`config.mk`:
```
export PLATFORM = sky130hd
export DESIGN_NAME = pdp_port
export DESIGN_NICKNAME = d
export VERILOG_FILES = /design/src/pdp_pkg.sv /design/src/pdp_port.sv
export SDC_FILE = /design/constraint.sdc
export NUM_CORES = 1
export LEC_CHECK = 0
export BUFFER_PORTS_ARGS = -buffer_cell sky130_fd_sc_hd__buf_4
export CORE_MARGIN = 1.5
export CORE_UTILIZATION = 47
export DETAILED_ROUTE_END_ITERATION = 10
export GPL_TIMING_DRIVEN = 0
export PLACE_DENSITY = 0.83
export SYNTH_ARGS = -nofsm -noshare
export SYNTH_HDL_FRONTEND = slang
export SYNTH_SLANG_ARGS = --single-unit
```
`constraint.sdc`:
```
create_clock -name aclk -period 1.8 [get_ports aclk]
set_input_delay 0.09 -clock aclk [delete_from_list [all_inputs] [get_ports aclk]]
set_output_delay 0.09 -clock aclk [all_outputs]
set_load 0.01 [all_outputs]
```
`src/pdp_pkg.sv`:
```
// Constants and register map for the eight-pin bidirectional port
package pdp_pkg;

  // Register byte offsets
  localparam logic [7:0] ADDR_DATA    = 8'h00;
  localparam logic [7:0] ADDR_DIR     = 8'h04;
  localparam logic [7:0] ADDR_ALT     = 8'h08;
  localparam logic [7:0] ADDR_LATCH   = 8'h0C;

  // Reset values
  localparam logic [7:0] DIR_RESET    = 8'hFF;
  localparam logic [7:0] LATCH_RESET  = 8'h00;
  localparam logic [7:0] ALT_RESET    = 8'h00;

  // Pins that own a peripheral function
  localparam logic [7:0] ALT_MASK     = 8'hFD;

  // Field positions
  localparam int         PIN_COM      = 0;
  localparam int         PIN_GPIO     = 1;
  localparam int         PIN_CCP      = 2;
  localparam int         PIN_SEG_LO   = 3;

  // Bus answers
  localparam logic [1:0] RESP_OKAY    = 2'b00;
  localparam logic [1:0] RESP_SLVERR  = 2'b10;

endpackage

```
`src/pdp_port.sv`:
```
// Eight-pin bidirectional port with AXI4-Lite register access
//
// Implementation choices: the address map and the AXI4-Lite register port.
`timescale 1ns/1ps
`default_nettype none

module pdp_port #(
  parameter bit PORT_PRESENT = 1'b1
) (
  input  wire logic        aclk,
  input  wire logic        aresetn,
  input  wire logic [7:0]  s_axi_awaddr,
  input  wire logic        s_axi_awvalid,
  output var  logic        s_axi_awready,
  input  wire logic [31:0] s_axi_wdata,
  input  wire logic [3:0]  s_axi_wstrb,
  input  wire logic        s_axi_wvalid,
  output var  logic        s_axi_wready,
  output var  logic [1:0]  s_axi_bresp,
  output var  logic        s_axi_bvalid,
  input  wire logic        s_axi_bready,
  input  wire logic [7:0]  s_axi_araddr,
  input  wire logic        s_axi_arvalid,
  output var  logic        s_axi_arready,
  output var  logic [31:0] s_axi_rdata,
  output var  logic [1:0]  s_axi_rresp,
  output var  logic        s_axi_rvalid,
  input  wire logic        s_axi_rready,
  input  wire logic [7:0]  pin_in,
  output var  logic [7:0]  pin_out,
  output var  logic [7:0]  pin_oe_n,
  input  wire logic        lcd_common_three_val,
  input  wire logic [4:0]  lcd_segment_val,
  input  wire logic        capture_compare_pwm_two_val,
  input  wire logic        capture_compare_pwm_two_drive,
  output var  logic        capture_compare_pwm_two_in
);

  // Whole block state
  typedef struct packed {
    logic [7:0]  lat;
    logic [7:0]  dir;
    logic [7:0]  alt;
    logic [7:0]  s1;
    logic [7:0]  s2;
    logic [7:0]  s3;
    logic [7:0]  lvl;
    logic [7:0]  pout;
    logic [7:0]  poe_n;
    logic        cap_in;
    logic        aw_have;
    logic [7:0]  aw_addr;
    logic        w_have;
    logic [7:0]  w_data;
    logic        w_lane0;
    logic        awready;
    logic        wready;
    logic        bvalid;
    logic [1:0]  bresp;
    logic        arready;
    logic        rvalid;
    logic [31:0] rdata;
    logic [1:0]  rresp;
  } pdp_state_t;

  pdp_state_t s_q;
  pdp_state_t s_d;

  logic [7:0] fn_val;
  logic [7:0] fn_en;
  logic [7:0] drv_val;
  logic [7:0] drv_oe_n;

  // Peripheral value and claim per pin
  always_comb begin
    fn_val = 8'h00;
    fn_en  = 8'h00;
    fn_val[pdp_pkg::PIN_COM] = lcd_common_three_val;
    fn_en[pdp_pkg::PIN_COM]  = s_q.alt[pdp_pkg::PIN_COM];
    fn_val[pdp_pkg::PIN_CCP] = capture_compare_pwm_two_val;
    fn_en[pdp_pkg::PIN_CCP]  = s_q.alt[pdp_pkg::PIN_CCP]
                               & capture_compare_pwm_two_drive;
    fn_val[7:pdp_pkg::PIN_SEG_LO] = lcd_segment_val;
    fn_en[7:pdp_pkg::PIN_SEG_LO]  = s_q.alt[7:pdp_pkg::PIN_SEG_LO];
  end

  // Pin driver mux, peripheral over latch
  genvar gi;
  generate
    for (gi = 0; gi < 8; gi++) begin : g_pin
      always_comb begin
        if (!PORT_PRESENT) begin
          drv_val[gi]  = 1'b0;
          drv_oe_n[gi] = 1'b1;
        end else if (fn_en[gi] && gi != pdp_pkg::PIN_CCP) begin
          drv_val[gi]  = fn_val[gi];
          drv_oe_n[gi] = 1'b0;
        end else if (s_q.dir[gi]) begin
          drv_val[gi]  = s_q.lat[gi];
          drv_oe_n[gi] = 1'b1;
        end else begin
          drv_val[gi]  = fn_en[gi] ? fn_val[gi] : s_q.lat[gi];
          drv_oe_n[gi] = 1'b0;
        end
      end
    end
  endgenerate

  // Next state: sync, bus slave, registers
  always_comb begin
    s_d = s_q;
    // Three-stage sync, accept when last two agree
    s_d.s1 = pin_in;
    s_d.s2 = s_q.s1;
    s_d.s3 = s_q.s2;
    for (int i = 0; i < 8; i++) begin
      if (s_q.s2[i] == s_q.s3[i]) begin
        s_d.lvl[i] = s_q.s3[i];
      end
    end
    s_d.cap_in = s_q.lvl[pdp_pkg::PIN_CCP];
    s_d.pout   = drv_val;
    s_d.poe_n  = drv_oe_n;

    // Write address and data in either order
    if (s_axi_awvalid && s_q.awready) begin
      s_d.aw_have = 1'b1;
      s_d.aw_addr = s_axi_awaddr;
    end
    if (s_axi_wvalid && s_q.wready) begin
      s_d.w_have  = 1'b1;
      s_d.w_data  = s_axi_wdata[7:0];
      s_d.w_lane0 = s_axi_wstrb[0];
    end
    if (s_q.bvalid && s_axi_bready) begin
      s_d.bvalid = 1'b0;
    end
    if (s_q.aw_have && s_q.w_have && !s_q.bvalid) begin
      s_d.aw_have = 1'b0;
      s_d.w_have  = 1'b0;
      s_d.bvalid  = 1'b1;
      s_d.bresp   = pdp_pkg::RESP_OKAY;
      if (s_q.aw_addr[7:2] == pdp_pkg::ADDR_DATA[7:2]) begin
        if (s_q.w_lane0 && PORT_PRESENT) begin
          s_d.lat = s_q.w_data;
        end
      end else if (s_q.aw_addr[7:2] == pdp_pkg::ADDR_DIR[7:2]) begin
        if (s_q.w_lane0 && PORT_PRESENT) begin
          s_d.dir = s_q.w_data;
        end
      end else if (s_q.aw_addr[7:2] == pdp_pkg::ADDR_ALT[7:2]) begin
        if (s_q.w_lane0 && PORT_PRESENT) begin
          s_d.alt = s_q.w_data & pdp_pkg::ALT_MASK;
        end
      end else if (s_q.aw_addr[7:2] == pdp_pkg::ADDR_LATCH[7:2]) begin
        s_d.bresp = pdp_pkg::RESP_OKAY; // Read-only, write ignored
      end else begin
        s_d.bresp = pdp_pkg::RESP_SLVERR;
      end
    end
    s_d.awready = !s_d.aw_have && !s_d.bvalid;
    s_d.wready  = !s_d.w_have && !s_d.bvalid;

    // Read channel
    if (s_q.rvalid && s_axi_rready) begin
      s_d.rvalid = 1'b0;
    end
    if (s_axi_arvalid && s_q.arready) begin
      s_d.rvalid = 1'b1;
      s_d.rresp  = pdp_pkg::RESP_OKAY;
      s_d.rdata  = 32'h0000_0000;
      if (s_axi_araddr[7:2] == pdp_pkg::ADDR_DATA[7:2]) begin
        s_d.rdata[7:0] = PORT_PRESENT ? s_q.lvl : 8'h00;
      end else if (s_axi_araddr[7:2] == pdp_pkg::ADDR_DIR[7:2]) begin
        s_d.rdata[7:0] = PORT_PRESENT ? s_q.dir : 8'h00;
      end else if (s_axi_araddr[7:2] == pdp_pkg::ADDR_ALT[7:2]) begin
        s_d.rdata[7:0] = PORT_PRESENT ? s_q.alt : 8'h00;
      end else if (s_axi_araddr[7:2] == pdp_pkg::ADDR_LATCH[7:2]) begin
        s_d.rdata[7:0] = PORT_PRESENT ? s_q.lat : 8'h00;
      end else begin
        s_d.rresp = pdp_pkg::RESP_SLVERR;
      end
    end
    s_d.arready = !s_d.rvalid;
  end

  // State register with synchronous reset
  always_ff @(posedge aclk) begin
    if (!aresetn) begin
      s_q         <= '0;
      s_q.lat     <= pdp_pkg::LATCH_RESET;
      s_q.dir     <= pdp_pkg::DIR_RESET;
      s_q.alt     <= pdp_pkg::ALT_RESET;
      s_q.poe_n   <= 8'hFF;
      s_q.awready <= 1'b0;
      s_q.wready  <= 1'b0;
      s_q.arready <= 1'b0;
    end else begin
      s_q <= s_d;
    end
  end

  // Outputs straight from state
  assign s_axi_awready = s_q.awready;
  assign s_axi_wready  = s_q.wready;
  assign s_axi_bvalid  = s_q.bvalid;
  assign s_axi_bresp   = s_q.bresp;
  assign s_axi_arready = s_q.arready;
  assign s_axi_rvalid  = s_q.rvalid;
  assign s_axi_rdata   = s_q.rdata;
  assign s_axi_rresp   = s_q.rresp;
  assign pin_out       = s_q.pout;
  assign pin_oe_n      = s_q.poe_n;
  assign capture_compare_pwm_two_in = s_q.cap_in;
endmodule // pdp_port

`default_nettype wire

```
==> results of run 1 <==
[power by group]
| group | internal [mW] | switching, mW | leakage (nW) |
|---|---|---|---|
| clock | 0.794 | 0.826 | 0.106 |
| sequential | 2.36 | 0.0357 | 0.847 |
| combinational | 0.244 | 0.207 | 1.47 |
| total | 3.40 | 1.07 | 2.42 |
[what timing repair did]
item                                   4_1_cts  5_1_grt
pin swaps                                    1        1
setup endpoints to repair                    3        6
setup buffers                                1        2
hold buffers                                28        0
gates resized for setup                      0        2
endpoints found under the hold margin       28        0
[routing by layer]
metal / vias up / share of wire (%) / GRT usage, %
li1: 1657 / - / -
met1: 1501 / 41 / 24.6
met2: 146 / 49 / 36.7
met3: 20 / 7.6 / 5.79
met4: 0 / 2.2 / 10.5
met5: - / 0 / 0
[through the flow]
stage	instance area [um^2]	total power [mW]
after detailed placement	4890	2.84
after CTS	5400	4.48
final	5420	4.47
after global placement	4890	2.83
after global routing	5420	4.63
after floorplan	4210	2.68
[placed cells by master (no fill, tap or decap), types with 7 or more instances in the layout]
master and count:
sky130_fd_sc_hd__buf_4 128, sky130_fd_sc_hd__nor2_1 10, sky130_fd_sc_hd__o21ai_0 36, sky130_fd_sc_hd__conb_1 26, sky130_fd_sc_hd__inv_1 7, sky130_fd_sc_hd__dlygate4sd3_1 28, sky130_fd_sc_hd__and2_1 27, sky130_fd_sc_hd__nand3_1 23
sky130_fd_sc_hd__clkbuf_8 9, sky130_fd_sc_hd__a21boi_0 26, sky130_fd_sc_hd__clkbuf_1 16, sky130_fd_sc_hd__nor2b_1 10, sky130_fd_sc_hd__mux2i_1 15, sky130_fd_sc_hd__dfxtp_1 104, sky130_fd_sc_hd__mux2_2 7, sky130_fd_sc_hd__nand2_1 56
[worst min path at each step]
stage | cells after the start | slack [ns] | end
final | 3 | 0.008 | pin_out[0]$_SDFF_PN0_
after global placement | 2 | 0.30 | s_d[94]$_SDFF_PN0_
after floorplan | 1 | 0.22 | s_d[100]$_SDFF_PN0_
after global routing | 3 | 0.006 | s_q[58]$_SDFFE_PN0P_
after CTS | 3 | 0.004 | s_q[58]$_SDFFE_PN0P_
after detailed placement | 2 | 0.30 | s_d[99]$_SDFF_PN0_
[critical path: stages (launching register included)]
cell and delay [ns]:
sky130_fd_sc_hd__dfxtp_1 0.35, sky130_fd_sc_hd__and3b_1 0.22, sky130_fd_sc_hd__clkbuf_1 0.22, sky130_fd_sc_hd__nand4_2 0.39, sky130_fd_sc_hd__mux2_2 0.41
[registers in the layout, summed over array words and instances (netlist names), 6 cells and up]
register     count
s_d             17
fn_en            6
s_q             48
pin_out          8
s_axi_rdata      8
pin_oe_n         8
[Yosys cell counts]
| cell | number |
|---|---|
| sky130_fd_sc_hd__and2_1 | 27 |
| sky130_fd_sc_hd__a21oi_1 | 2 |
| sky130_fd_sc_hd__nor3b_4 | 1 |
| sky130_fd_sc_hd__nor3b_1 | 1 |
| sky130_fd_sc_hd__nand2b_1 | 5 |
| sky130_fd_sc_hd__nand2_1 | 56 |
| sky130_fd_sc_hd__inv_1 | 7 |
| sky130_fd_sc_hd__and2_0 | 1 |
| sky130_fd_sc_hd__a221oi_1 | 6 |
| sky130_fd_sc_hd__nand4_2 | 1 |
| sky130_fd_sc_hd__and3b_1 | 1 |
| sky130_fd_sc_hd__nor2_1 | 10 |
| sky130_fd_sc_hd__a31o_1 | 1 |
| sky130_fd_sc_hd__nor4_4 | 2 |
| sky130_fd_sc_hd__mux2i_1 | 15 |
| sky130_fd_sc_hd__dfxtp_1 | 104 |
| sky130_fd_sc_hd__clkbuf_2 | 1 |
| sky130_fd_sc_hd__conb_1 | 1 |
| sky130_fd_sc_hd__o211a_1 | 2 |
| sky130_fd_sc_hd__clkbuf_1 | 17 |
| sky130_fd_sc_hd__buf_1 | 2 |
| sky130_fd_sc_hd__nor2b_1 | 10 |
| sky130_fd_sc_hd__and3_1 | 5 |
| sky130_fd_sc_hd__o21ai_0 | 36 |
| sky130_fd_sc_hd__a21boi_0 | 26 |
| sky130_fd_sc_hd__nand3b_1 | 1 |
| sky130_fd_sc_hd__buf_2 | 2 |
| sky130_fd_sc_hd__buf_4 | 52 |
| sky130_fd_sc_hd__nand3_1 | 23 |
| sky130_fd_sc_hd__a22o_1 | 6 |
| sky130_fd_sc_hd__a31oi_1 | 1 |
| sky130_fd_sc_hd__mux2_2 | 7 |
| sky130_fd_sc_hd__nand4_1 | 2 |
[kinds of logic (layout without fill, tap and decap cells)]
family                 count (synthesis)  after routing
buffers and inverters                 81            201
other                                  1             26
AO/OA/AOI/OAI                         80             80
multiplexers                          22             22
AND/OR/NAND/NOR                      146            146
flip-flops                           104            104
[final cells by class]
class	instances	area, um^2
plain buffers	74	478
multi-input cells	274	1630
fillers	684	2920
inverters	7	26.3
repair buffers	104	851
clock inverters	7	101
clock buffers	9	124
well taps	105	131
flip-flops and latches	104	2080
==> results_tabular.tex, run 1 <==
\begin{tabular}{lr}
\hline
Metric & Value \\
\hline
\multicolumn{2}{l}{\textbf{Timing}} \\
Post-layout minimum cycle time & 1.67 ns \\
Worst Hold Margin & 0.00769 ns \\
Final hold violations & 0 \\
Slew Limit Fails & 0 \\
Final worst-path cycle share & 92.6\% \\
Post-layout worst setup margin & 0.133 ns \\
Final number of setup-violating endpoints & 0 \\
Highest clock frequency the design can meet & 0.600 GHz \\
Accumulated negative setup slack & 0 ns \\
Skew final & 0.0109 ns \\
Worst slew pin tran & 0.620 ns \\
Tightest slew margin relative to the limit & 58.4\% \\
\multicolumn{2}{l}{\textbf{Detailed routing}} \\
Final wirelength & 9450 um \\
Detail-routed via count per cell & 4.86 \\
Antenna-violating nets left & 0 \\
Pre-antenna DRT Iters & 5 \\
WL per Instance & 13.8 um \\
Routed via count & 3,324 \\
Number of DRC markers after the initial detailed-route iteration & 156 \\
Post-detailed-route DRC marker count & 0 \\
\multicolumn{2}{l}{\textbf{Yosys}} \\
Simple-gate share of the synthesized area & 18.8\% \\
Area fraction of the dominant cell type after synthesis & 50.6\% \\
Adder-cell area share of the yosys netlist & 0\% \\
Yosys reg bits & 104 \\
Largest family of logic cells by synthesized area & simple AND/OR/NAND/NOR gates \\
Number of distinct library cells after synthesis & 33 \\
Post-synthesis sequential area ratio & 50.6\% \\
Cell type with the largest total area after synthesis & sky130\_fd\_sc\_hd\_\_dfxtp\_1 \\
Multiplexer share of the synthesized area & 5.56\% \\
Top cells by area in the synthesized netlist & sky130\_fd\_sc\_hd\_\_dfxtp\_1 (51\%), sky130\_fd\_sc\_hd\_\_buf\_4 (9.5\%), sky130\_fd\_sc\_hd\_\_nand2\_1 (5.1\%) \\
Number of standard cells after synthesis & 434 \\
Mapped cell area & 4120 um\^{}2 \\
Warnings, synthesis & 0 \\
Syn avg cell area & 9.48 um\^{}2 \\
Synth Area in Compound Gates & 12.8\% \\
Area share of xor/xnor cells in the synthesized design & 0\% \\
\multicolumn{2}{l}{\textbf{Place}} \\
IO Port Bufs & 73 \\
Number of placed cells counting well taps & 637 \\
HPWL after detailed placement & 6260 um \\
Setup slack after placement & -0.0640 ns \\
Final RePlAce weighted congestion & 0.860 \\
\multicolumn{2}{l}{\textbf{Outcome}} \\
Result of the run & complete, no violations \\
\multicolumn{2}{l}{\textbf{Critical path}} \\
Startpoint class of the critical path & flop \\
Start point of the critical path & s\_axi\_bvalid\$\_SDFF\_PN0\_ \\
Beginning of the worst register-to-register path & s\_axi\_bvalid\$\_SDFF\_PN0\_ \\
Start-to-end type of the worst setup path & reg2reg \\
Critical path peak fanout & 9 \\
Crit path capture type & flop \\
Crit path capture & s\_q[118]\$\_SDFFE\_PN1P\_ \\
R2R depth & 4 \\
Endpoint of the lowest-slack register-to-register path & s\_q[118]\$\_SDFFE\_PN1P\_ \\
Critical path required time & 2.08 ns \\
Arrival time at the worst endpoint & 1.95 ns \\
Worst-case register-to-register setup slack & 0.13 ns \\
\multicolumn{2}{l}{\textbf{CTS}} \\
CTS sink count & 104 \\
Buffer cell driving the clock tree root & sky130\_fd\_sc\_hd\_\_clkbuf\_8 \\
H-tree Lvls & 3 \\
Clock transition at the register clock pins on the worst setup and hold paths after CTS & 0.10 ns \\
Clock Tree Buf Depth & 2 \\
Clock latency at the later pin of the worst-skew pair & 0.38 ns \\
CTS tree & built \\
TritonCTS buffer count & 9 \\
\multicolumn{2}{l}{\textbf{Global routing}} \\
Largest net degree at the start of global routing & 19 \\
Aggregate global-route resource usage & 21.4\% \\
Vias in the first global route & 3,142 \\
Total global routing overflow & 0 \\
First-pass GRT wire length & 14,600 um \\
Antenna violations before repair & 0 \\
\multicolumn{2}{l}{\textbf{Power}} \\
Worst vdd ir & 0.000547 V \\
Cell Pwr Density & 824 nW/um\^{}2 \\
Leakage power & 2.42 nW \\
\multicolumn{2}{l}{\textbf{Flow run}} \\
Number of violations of the max-capacitance limit & 0 \\
\multicolumn{2}{l}{\textbf{Final layout}} \\
Fraction of final layout cells sized beyond drive strength 1 & 27.5\% \\
Total inserted antenna cells & 0 \\
Net count reported at finish & 649 \\
Post-Route Utilization & 65.0\% \\
Count of placed standard cells in the final layout, fillers left out & 684 \\
Area grow syn2layout & 31.6\% \\
\multicolumn{2}{l}{\textbf{Worst hold path}} \\
Worst hold start & lcd\_common\_three\_val \\
Hold Path Class & in2reg \\
\multicolumn{2}{l}{\textbf{Floorplanning}} \\
Chip width & 96.6 um \\
Row count & 33 \\
Die height & 96.6 um \\
Number of top-level pins & 133 \\
Die outline area & 9330 um\^{}2 \\
Initial core utilization & 49.4\% \\
Area of the core & 8340 um\^{}2 \\
\hline
\end{tabular}
Power figures use the tool's default switching activity.
==> run 2, diff against run 1 <==
--- a/config.mk
+++ b/config.mk
@@ -6,11 +6,13 @@
 export NUM_CORES = 1
 export LEC_CHECK = 0
 export BUFFER_PORTS_ARGS = -buffer_cell sky130_fd_sc_hd__buf_4
+export CELL_PAD_IN_SITES_DETAIL_PLACEMENT = 1
+export CELL_PAD_IN_SITES_GLOBAL_PLACEMENT = 1
 export CORE_MARGIN = 1.5
-export CORE_UTILIZATION = 47
+export CORE_UTILIZATION = 34
 export DETAILED_ROUTE_END_ITERATION = 10
 export GPL_TIMING_DRIVEN = 0
-export PLACE_DENSITY = 0.83
+export PLACE_DENSITY = 0.84
 export SYNTH_ARGS = -nofsm -noshare
 export SYNTH_HDL_FRONTEND = slang
 export SYNTH_SLANG_ARGS = --single-unit
==> constraint.sdc (replaced) <==
create_clock -name aclk -period 1.46 [get_ports aclk]
set_input_delay 0.073 -clock aclk [delete_from_list [all_inputs] [get_ports aclk]]
set_output_delay 0.073 -clock aclk [all_outputs]
set_load 0.01 [all_outputs]
==> run 2 against run 1 <==
Against the previous run:
- the run now ends with setup timing left
- routed wire length rose by 12%
- clock-buffer cell count did not move
- sequential share of layout area is 0.77 points lower
- first-iteration DRC count decreased by 24%
- core utilization shrank 18 points
- design area rose by 2.2%
- combinational power rose by 19%
- critical path type unchanged
- critical endpoint unchanged
==> results_tabular.tex, run 2 (same netlist as run 1, synthesis figures left out) <==
\begin{tabular}{lr}
\hline
Metric & Value \\
\hline
\multicolumn{2}{l}{\textbf{Place}} \\
IO Port Bufs & 73 \\
HPWL after detailed placement & 7400 um \\
Final RePlAce weighted congestion & 0.816 \\
Setup slack after placement & -0.399 ns \\
\multicolumn{2}{l}{\textbf{Timing}} \\
Slew Limit Fails & 0 \\
Final worst-path cycle share & 108\% \\
Skew final & 0.00718 ns \\
Post-layout minimum cycle time & 1.57 ns \\
Tightest slew margin relative to the limit & 56.7\% \\
Unrepaired setup endpoints after global routing & true \\
Final hold violations & 0 \\
Final number of setup-violating endpoints & 8 \\
Highest clock frequency the design can meet & 0.635 GHz \\
Accumulated negative setup slack & -0.718 ns \\
Worst slew pin tran & 0.650 ns \\
Post-layout worst setup margin & -0.115 ns \\
\multicolumn{2}{l}{\textbf{Worst hold path}} \\
Hold Path Class & in2reg \\
Worst hold start & lcd\_segment\_val[0] \\
Hold path endpoint & pin\_out[3]\$\_SDFF\_PN0\_ \\
Hold Crit Depth & 3 \\
\multicolumn{2}{l}{\textbf{Floorplanning}} \\
Area of the core & 11,900 um\^{}2 \\
Die height & 113 um \\
Die outline area & 12,800 um\^{}2 \\
Chip width & 113 um \\
Number of top-level pins & 133 \\
Initial core utilization & 34.6\% \\
Row count & 40 \\
\multicolumn{2}{l}{\textbf{Critical path}} \\
CP max stage delay & 0.34 ns \\
CP Buf/Inv Count & 2 \\
Most repeated library cell on the critical path & sky130\_fd\_sc\_hd\_\_buf\_4 \\
Ordered list of cells on the worst path & nor4\_4 -> buf\_4 -> nand4\_4 -> buf\_4 -> mux2\_2 \\
Beginning of the worst register-to-register path & s\_q[55]\$\_SDFFE\_PN0P\_ \\
Critical path peak fanout & 5 \\
Critical path required time & 1.69 ns \\
Start-to-end type of the worst setup path & reg2reg \\
Critical-path cell with the highest stage delay & sky130\_fd\_sc\_hd\_\_dfxtp\_2 \\
Crit path capture type & flop \\
CP delay by family, top & simple AND/OR/NAND/NOR gates \\
Worst-case register-to-register setup slack & -0.11 ns \\
Startpoint class of the critical path & flop \\
Arrival time at the worst endpoint & 1.80 ns \\
R2R depth & 5 \\
Endpoint of the lowest-slack register-to-register path & s\_q[118]\$\_SDFFE\_PN1P\_ \\
\multicolumn{2}{l}{\textbf{Power}} \\
Leakage power & 2.44 nW \\
Worst vdd ir & 0.000489 V \\
Cell Pwr Density & 1080 nW/um\^{}2 \\
\multicolumn{2}{l}{\textbf{Final layout}} \\
Number of flip-flops under the largest register name & 48 \\
Post-Route Utilization & 46.5\% \\
Net count reported at finish & 642 \\
Number of fillers in the final layout & 1,370 \\
Leading cell type in the layout, fill and taps excluded & sky130\_fd\_sc\_hd\_\_buf\_4 \\
Area grow syn2layout & 34.5\% \\
Top register by number of flip-flops & s\_q \\
Fraction of final layout cells sized beyond drive strength 1 & 31.3\% \\
Total inserted antenna cells & 0 \\
Commonest non-fill, non-tap cells in the layout & sky130\_fd\_sc\_hd\_\_buf\_4 (132), sky130\_fd\_sc\_hd\_\_dfxtp\_1 (102), sky130\_fd\_sc\_hd\_\_nand2\_1 (56) \\
\multicolumn{2}{l}{\textbf{Detailed routing}} \\
Number of DRC markers after the initial detailed-route iteration & 118 \\
Met1 layer wirelength in the final routing & 4640 um \\
Met2 Wirelength & 5290 um \\
Post-detailed-route DRC marker count & 0 \\
Top layer used by detailed routing & met4 \\
Antenna-violating nets left & 0 \\
Routed via count & 3,366 \\
WL per Instance & 14.7 um \\
Final wirelength & 10,500 um \\
Met3 Wirelength & 514 um \\
Pre-antenna DRT Iters & 4 \\
Detail-routed via count per cell & 4.68 \\
\multicolumn{2}{l}{\textbf{Global routing}} \\
Total global routing overflow & 0 \\
Aggregate global-route resource usage & 16.7\% \\
First-pass GRT wire length & 16,600 um \\
Largest net degree at the start of global routing & 19 \\
Antenna violations before repair & 0 \\
Vias in the first global route & 3,302 \\
\multicolumn{2}{l}{\textbf{CTS}} \\
CTS sink count & 104 \\
CTS tree & built \\
Clock latency at the later pin of the worst-skew pair & 0.34 ns \\
H-tree Lvls & 3 \\
Buffer cell driving the clock tree root & sky130\_fd\_sc\_hd\_\_clkbuf\_16 \\
Clock transition at the register clock pins on the worst setup and hold paths after CTS & 0.07 ns \\
Clock Tree Buf Depth & 2 \\
TritonCTS buffer count & 9 \\
\multicolumn{2}{l}{\textbf{Outcome}} \\
Result of the run & complete, but fails checks \\
Violated checks & setup timing \\
\multicolumn{2}{l}{\textbf{Flow run}} \\
Number of violations of the max-capacitance limit & 0 \\
\hline
\end{tabular}
[run 2: cell type report]
class	instances	area (um^2)	share of cell area [%]
Sequential cell	104	2080	37.6
Clock inverter	7	78.8	1.42
Tap cell	147	184	3.32
Inverter	7	26.3	0.475
Multi-Input combinational cell	274	1670	30.1
Clock buffer	9	225	4.07
Timing Repair Buffer	98	781	14.1
Buffer	73	488	8.81
[run 2: tightest hold or removal path: stages]
cell and delay (ns):
sky130_fd_sc_hd__buf_4 0.08, sky130_fd_sc_hd__mux2i_1 0.06, sky130_fd_sc_hd__nor2b_1 0.10
[run 2: metrics by stage]
| stage | instances | hold slack, ns | total power [mW] | area (um^2) |
|---|---|---|---|---|
| global route | 719 | 0.0103 | 6.18 | 5540 |
| finish | 719 | 0.00333 | 5.95 | 5540 |
| detailed placement | 679 | 0.288 | 3.52 | 4940 |
| floorplan | 459 | 0.200 | 3.31 | 4210 |
| CTS | 715 | 0.00184 | 5.99 | 5450 |
| global placement | 679 | 0.287 | 3.50 | 4940 |
[run 2: routing by layer]
layer,GRT usage (%),vias to the layer above
met5,0,-
met4,4.75,0
met3,3.54,6
met2,29.3,88
met1,20.8,1627
li1,-,1645
[run 2: repair_timing]
action / 4_1_cts / 5_1_grt
pin swaps: 4 / 3
endpoints found under the setup margin: 23 / 21
gates cloned: 0 / 2
buffers inserted: 8 / 2
hold buffers: 13 / 0
endpoints found under the hold margin: 13 / 0
gates resized for setup: 7 / 28
[run 2: how the worst max path moves through the flow]
stage	startpoint	to	slack [ns]	cells past startpoint
2_1_floorplan	s_axi_bvalid$_SDFF_PN0_	s_q[118]$_SDFFE_PN1P_	0.009	4
3_3_place_gp	s_axi_bvalid$_SDFF_PN0_	s_q[130]$_SDFFE_PN0P_	-0.33	6
3_5_place_dp	s_axi_bvalid$_SDFF_PN0_	s_q[130]$_SDFFE_PN0P_	-0.40	6
4_1_cts	s_q[58]$_SDFFE_PN0P_	s_q[118]$_SDFFE_PN1P_	-0.08	5
5_1_grt	s_q[55]$_SDFFE_PN0P_	s_q[119]$_SDFFE_PN1P_	-0.17	6
6_report	s_q[55]$_SDFFE_PN0P_	s_q[118]$_SDFFE_PN1P_	-0.11	5
[run 2: where the power goes]
group,leakage [nW],switching (mW),internal (mW)
clock,0.144,1.11,1.35
combinational,1.45,0.258,0.280
sequential,0.847,0.0474,2.91
total,2.44,1.41,4.54
==> run 3, diff against run 2 <==
--- a/config.mk
+++ b/config.mk
@@ -7,9 +7,9 @@
 export LEC_CHECK = 0
 export BUFFER_PORTS_ARGS = -buffer_cell sky130_fd_sc_hd__buf_4
 export CELL_PAD_IN_SITES_DETAIL_PLACEMENT = 1
-export CELL_PAD_IN_SITES_GLOBAL_PLACEMENT = 1
+export CELL_PAD_IN_SITES_GLOBAL_PLACEMENT = 2
 export CORE_MARGIN = 1.5
-export CORE_UTILIZATION = 34
+export CORE_UTILIZATION = 27
 export DETAILED_ROUTE_END_ITERATION = 10
 export GPL_TIMING_DRIVEN = 0
 export PLACE_DENSITY = 0.84
==> run 3 against run 2 <==
Against the previous run:
- the flow still finishes with violations (setup timing)
- critical endpoint is now fn_en[3]$_SDFFE_PN0P_
- largest power group unchanged
- power rose by 0.73%
- combinational power grew 6.3%
- die area grew 25%
- sequential share of layout area fell by 0.92 points
==> results_tabular.tex, run 3 (same netlist as run 1, synthesis figures left out) <==
\begin{tabular}{lr}
\hline
Metric & Value \\
\hline
\multicolumn{2}{l}{\textbf{Power}} \\
Leakage power & 2.46 nW \\
Cell Pwr Density & 1060 nW/um\^{}2 \\
Worst vdd ir & 0.000535 V \\
\multicolumn{2}{l}{\textbf{Detailed routing}} \\
Detail-routed via count per cell & 4.34 \\
Final wirelength & 10,900 um \\
Post-detailed-route DRC marker count & 0 \\
WL per Instance & 14.3 um \\
Routed via count & 3,308 \\
Pre-antenna DRT Iters & 4 \\
Number of DRC markers after the initial detailed-route iteration & 121 \\
Antenna-violating nets left & 0 \\
\multicolumn{2}{l}{\textbf{Global routing}} \\
Vias in the first global route & 3,392 \\
First-pass GRT wire length & 17,400 um \\
Aggregate global-route resource usage & 14.0\% \\
Antenna violations before repair & 0 \\
Largest net degree at the start of global routing & 19 \\
Total global routing overflow & 0 \\
\multicolumn{2}{l}{\textbf{Final layout}} \\
Total inserted antenna cells & 0 \\
Commonest non-fill, non-tap cells in the layout & sky130\_fd\_sc\_hd\_\_buf\_4 (128), sky130\_fd\_sc\_hd\_\_dfxtp\_1 (103), sky130\_fd\_sc\_hd\_\_nand2\_1 (56) \\
Design Area, Final & 5670 um\^{}2 \\
Number of flip-flops under the largest register name & 48 \\
Area grow syn2layout & 37.8\% \\
Net count reported at finish & 649 \\
Top register by number of flip-flops & s\_q \\
Leading cell type in the layout, fill and taps excluded & sky130\_fd\_sc\_hd\_\_buf\_4 \\
Fraction of final layout cells sized beyond drive strength 1 & 30.6\% \\
Count of placed standard cells in the final layout, fillers left out & 763 \\
\multicolumn{2}{l}{\textbf{Place}} \\
IO Port Bufs & 73 \\
Final RePlAce weighted congestion & 0.774 \\
Post-DP Area & 4990 um\^{}2 \\
Number of placed cells counting well taps & 716 \\
HPWL after detailed placement & 7870 um \\
\multicolumn{2}{l}{\textbf{Floorplanning}} \\
Area of the core & 14,700 um\^{}2 \\
Chip width & 126 um \\
Initial core utilization & 28.0\% \\
Row count & 44 \\
Number of top-level pins & 133 \\
Die height & 126 um \\
Die outline area & 16,000 um\^{}2 \\
\multicolumn{2}{l}{\textbf{Critical path}} \\
Start-to-end type of the worst setup path & reg2reg \\
Crit path capture type & flop \\
Critical path required time & 1.70 ns \\
CP Buf/Inv Count & 2 \\
Critical path peak fanout & 5 \\
Ordered list of cells on the worst path & nor4\_4 -> buf\_4 -> nand4\_1 -> clkbuf\_8 -> nand3\_2 -> o21ai\_1 \\
Critical-path cell with the highest stage delay & sky130\_fd\_sc\_hd\_\_dfxtp\_2 \\
Startpoint class of the critical path & flop \\
Arrival time at the worst endpoint & 1.75 ns \\
CP max stage delay & 0.34 ns \\
CP delay by family, top & simple AND/OR/NAND/NOR gates \\
\multicolumn{2}{l}{\textbf{Worst hold path}} \\
Hold Path Class & in2reg \\
\multicolumn{2}{l}{\textbf{Timing}} \\
Final number of setup-violating endpoints & 10 \\
Post-layout minimum cycle time & 1.51 ns \\
Highest clock frequency the design can meet & 0.660 GHz \\
Final worst-path cycle share & 104\% \\
Skew final & 0.00721 ns \\
Worst slew pin tran & 0.592 ns \\
Tightest slew margin relative to the limit & 60.2\% \\
Slew Limit Fails & 0 \\
Post-layout worst setup margin & -0.0542 ns \\
Unrepaired setup endpoints after global routing & true \\
Final hold violations & 0 \\
\multicolumn{2}{l}{\textbf{Flow run}} \\
Number of violations of the max-capacitance limit & 0 \\
\multicolumn{2}{l}{\textbf{CTS}} \\
H-tree Lvls & 3 \\
CTS tree & built \\
Clock Tree Buf Depth & 2 \\
Clock latency at the later pin of the worst-skew pair & 0.35 ns \\
CTS sink count & 104 \\
Clock transition at the register clock pins on the worst setup and hold paths after CTS & 0.07 ns \\
TritonCTS buffer count & 9 \\
Buffer cell driving the clock tree root & sky130\_fd\_sc\_hd\_\_clkbuf\_16 \\
\multicolumn{2}{l}{\textbf{Outcome}} \\
Violated checks & setup timing \\
Result of the run & complete, but fails checks \\
\hline
\end{tabular}
run 3: cell types whose count changed in the layout (fill, tap and decap cells not counted), moves of 2 or more:
| cell | before | now |
|---|---|---|
| sky130_fd_sc_hd__dlygate4sd3_1 | 13 | 24 |
| sky130_fd_sc_hd__o21ai_1 | 9 | 14 |
| sky130_fd_sc_hd__buf_4 | 132 | 128 |
| sky130_fd_sc_hd__o21ai_0 | 26 | 22 |
| sky130_fd_sc_hd__buf_6 | 6 | 3 |
| sky130_fd_sc_hd__nand3_1 | 18 | 16 |
| sky130_fd_sc_hd__nand3_2 | 5 | 7 |
run 3: worst paths after layout:
path,from,to,slack [ns],cells after the start
worst min-delay path,lcd_segment_val[4],pin_out[7]$_SDFF_PN0_,0.001,3
worst max register to register,s_q[58]$_SDFFE_PN0P_,fn_en[3]$_SDFFE_PN0P_,-0.05,6
worst max-delay path,s_q[58]$_SDFFE_PN0P_,fn_en[3]$_SDFFE_PN0P_,-0.05,6
worst min register to register,s_d[93]$_SDFF_PN0_,s_d[85]$_SDFF_PN0_,0.43,1
run 3: through the flow:
| step | hold WS (ns) | setup TNS (ns) | util (%) | worst slack [ns] | total power, mW |
|---|---|---|---|---|---|
| after CTS | 0.000484 | -0.225 | 38.4 | -0.0394 | 6.07 |
| after floorplan | 0.200 | 0 | - | 0.00923 | 3.31 |
| final | 0.00114 | -0.405 | 38.6 | -0.0542 | 6.00 |
| after global placement | 0.288 | -5.56 | 33.9 | -0.373 | 3.51 |
| after detailed placement | 0.287 | -6.29 | 33.9 | -0.388 | 3.53 |
| after global routing | 0.0193 | -1.27 | 38.6 | -0.127 | 6.25 |
run 3: cell type report:
type                       instances  area [um^2]
buffer                            73          492
tap                              184          230
sequential                       104         2080
fill                            1716         9030
multi-input combinational        275         1690
timing repair buffer             104          846
clock buffer                       9          225
clock inverter                     7         78.8
inverter                           7         26.3
run 3: power by group:
group / leakage, nW / switching, mW / internal (mW) / total, mW
sequential: 0.847 / 0.0512 / 2.91 / 2.96
clock: 0.139 / 1.12 / 1.34 / 2.46
combinational: 1.48 / 0.268 / 0.304 / 0.572
total: 2.46 / 1.44 / 4.56 / 6.00
run 3: repair_timing:
item,CTS,global route
pin swaps,4,1
setup buffers,4,1
resized for setup,22,14
cloned,2,1
endpoints found under the hold margin,24,0
endpoints found under the setup margin,23,24
hold buffers,24,0
run 3: worst min-delay path, cell delays in order:
cell                      delay, ns
sky130_fd_sc_hd__buf_4         0.08
sky130_fd_sc_hd__mux2i_1       0.06
sky130_fd_sc_hd__nor2b_1       0.10
run 3: layer usage:
layer	part of all wire (%)	routed length [um]	global-route usage, %	vias to the layer above
met1	47	5180	18.4	1555
met3	4.5	494	2.49	11
met4	1.3	144	4.67	0
li1	-	-	-	1660
met2	47	5090	23.1	82
met5	0	0	0	-
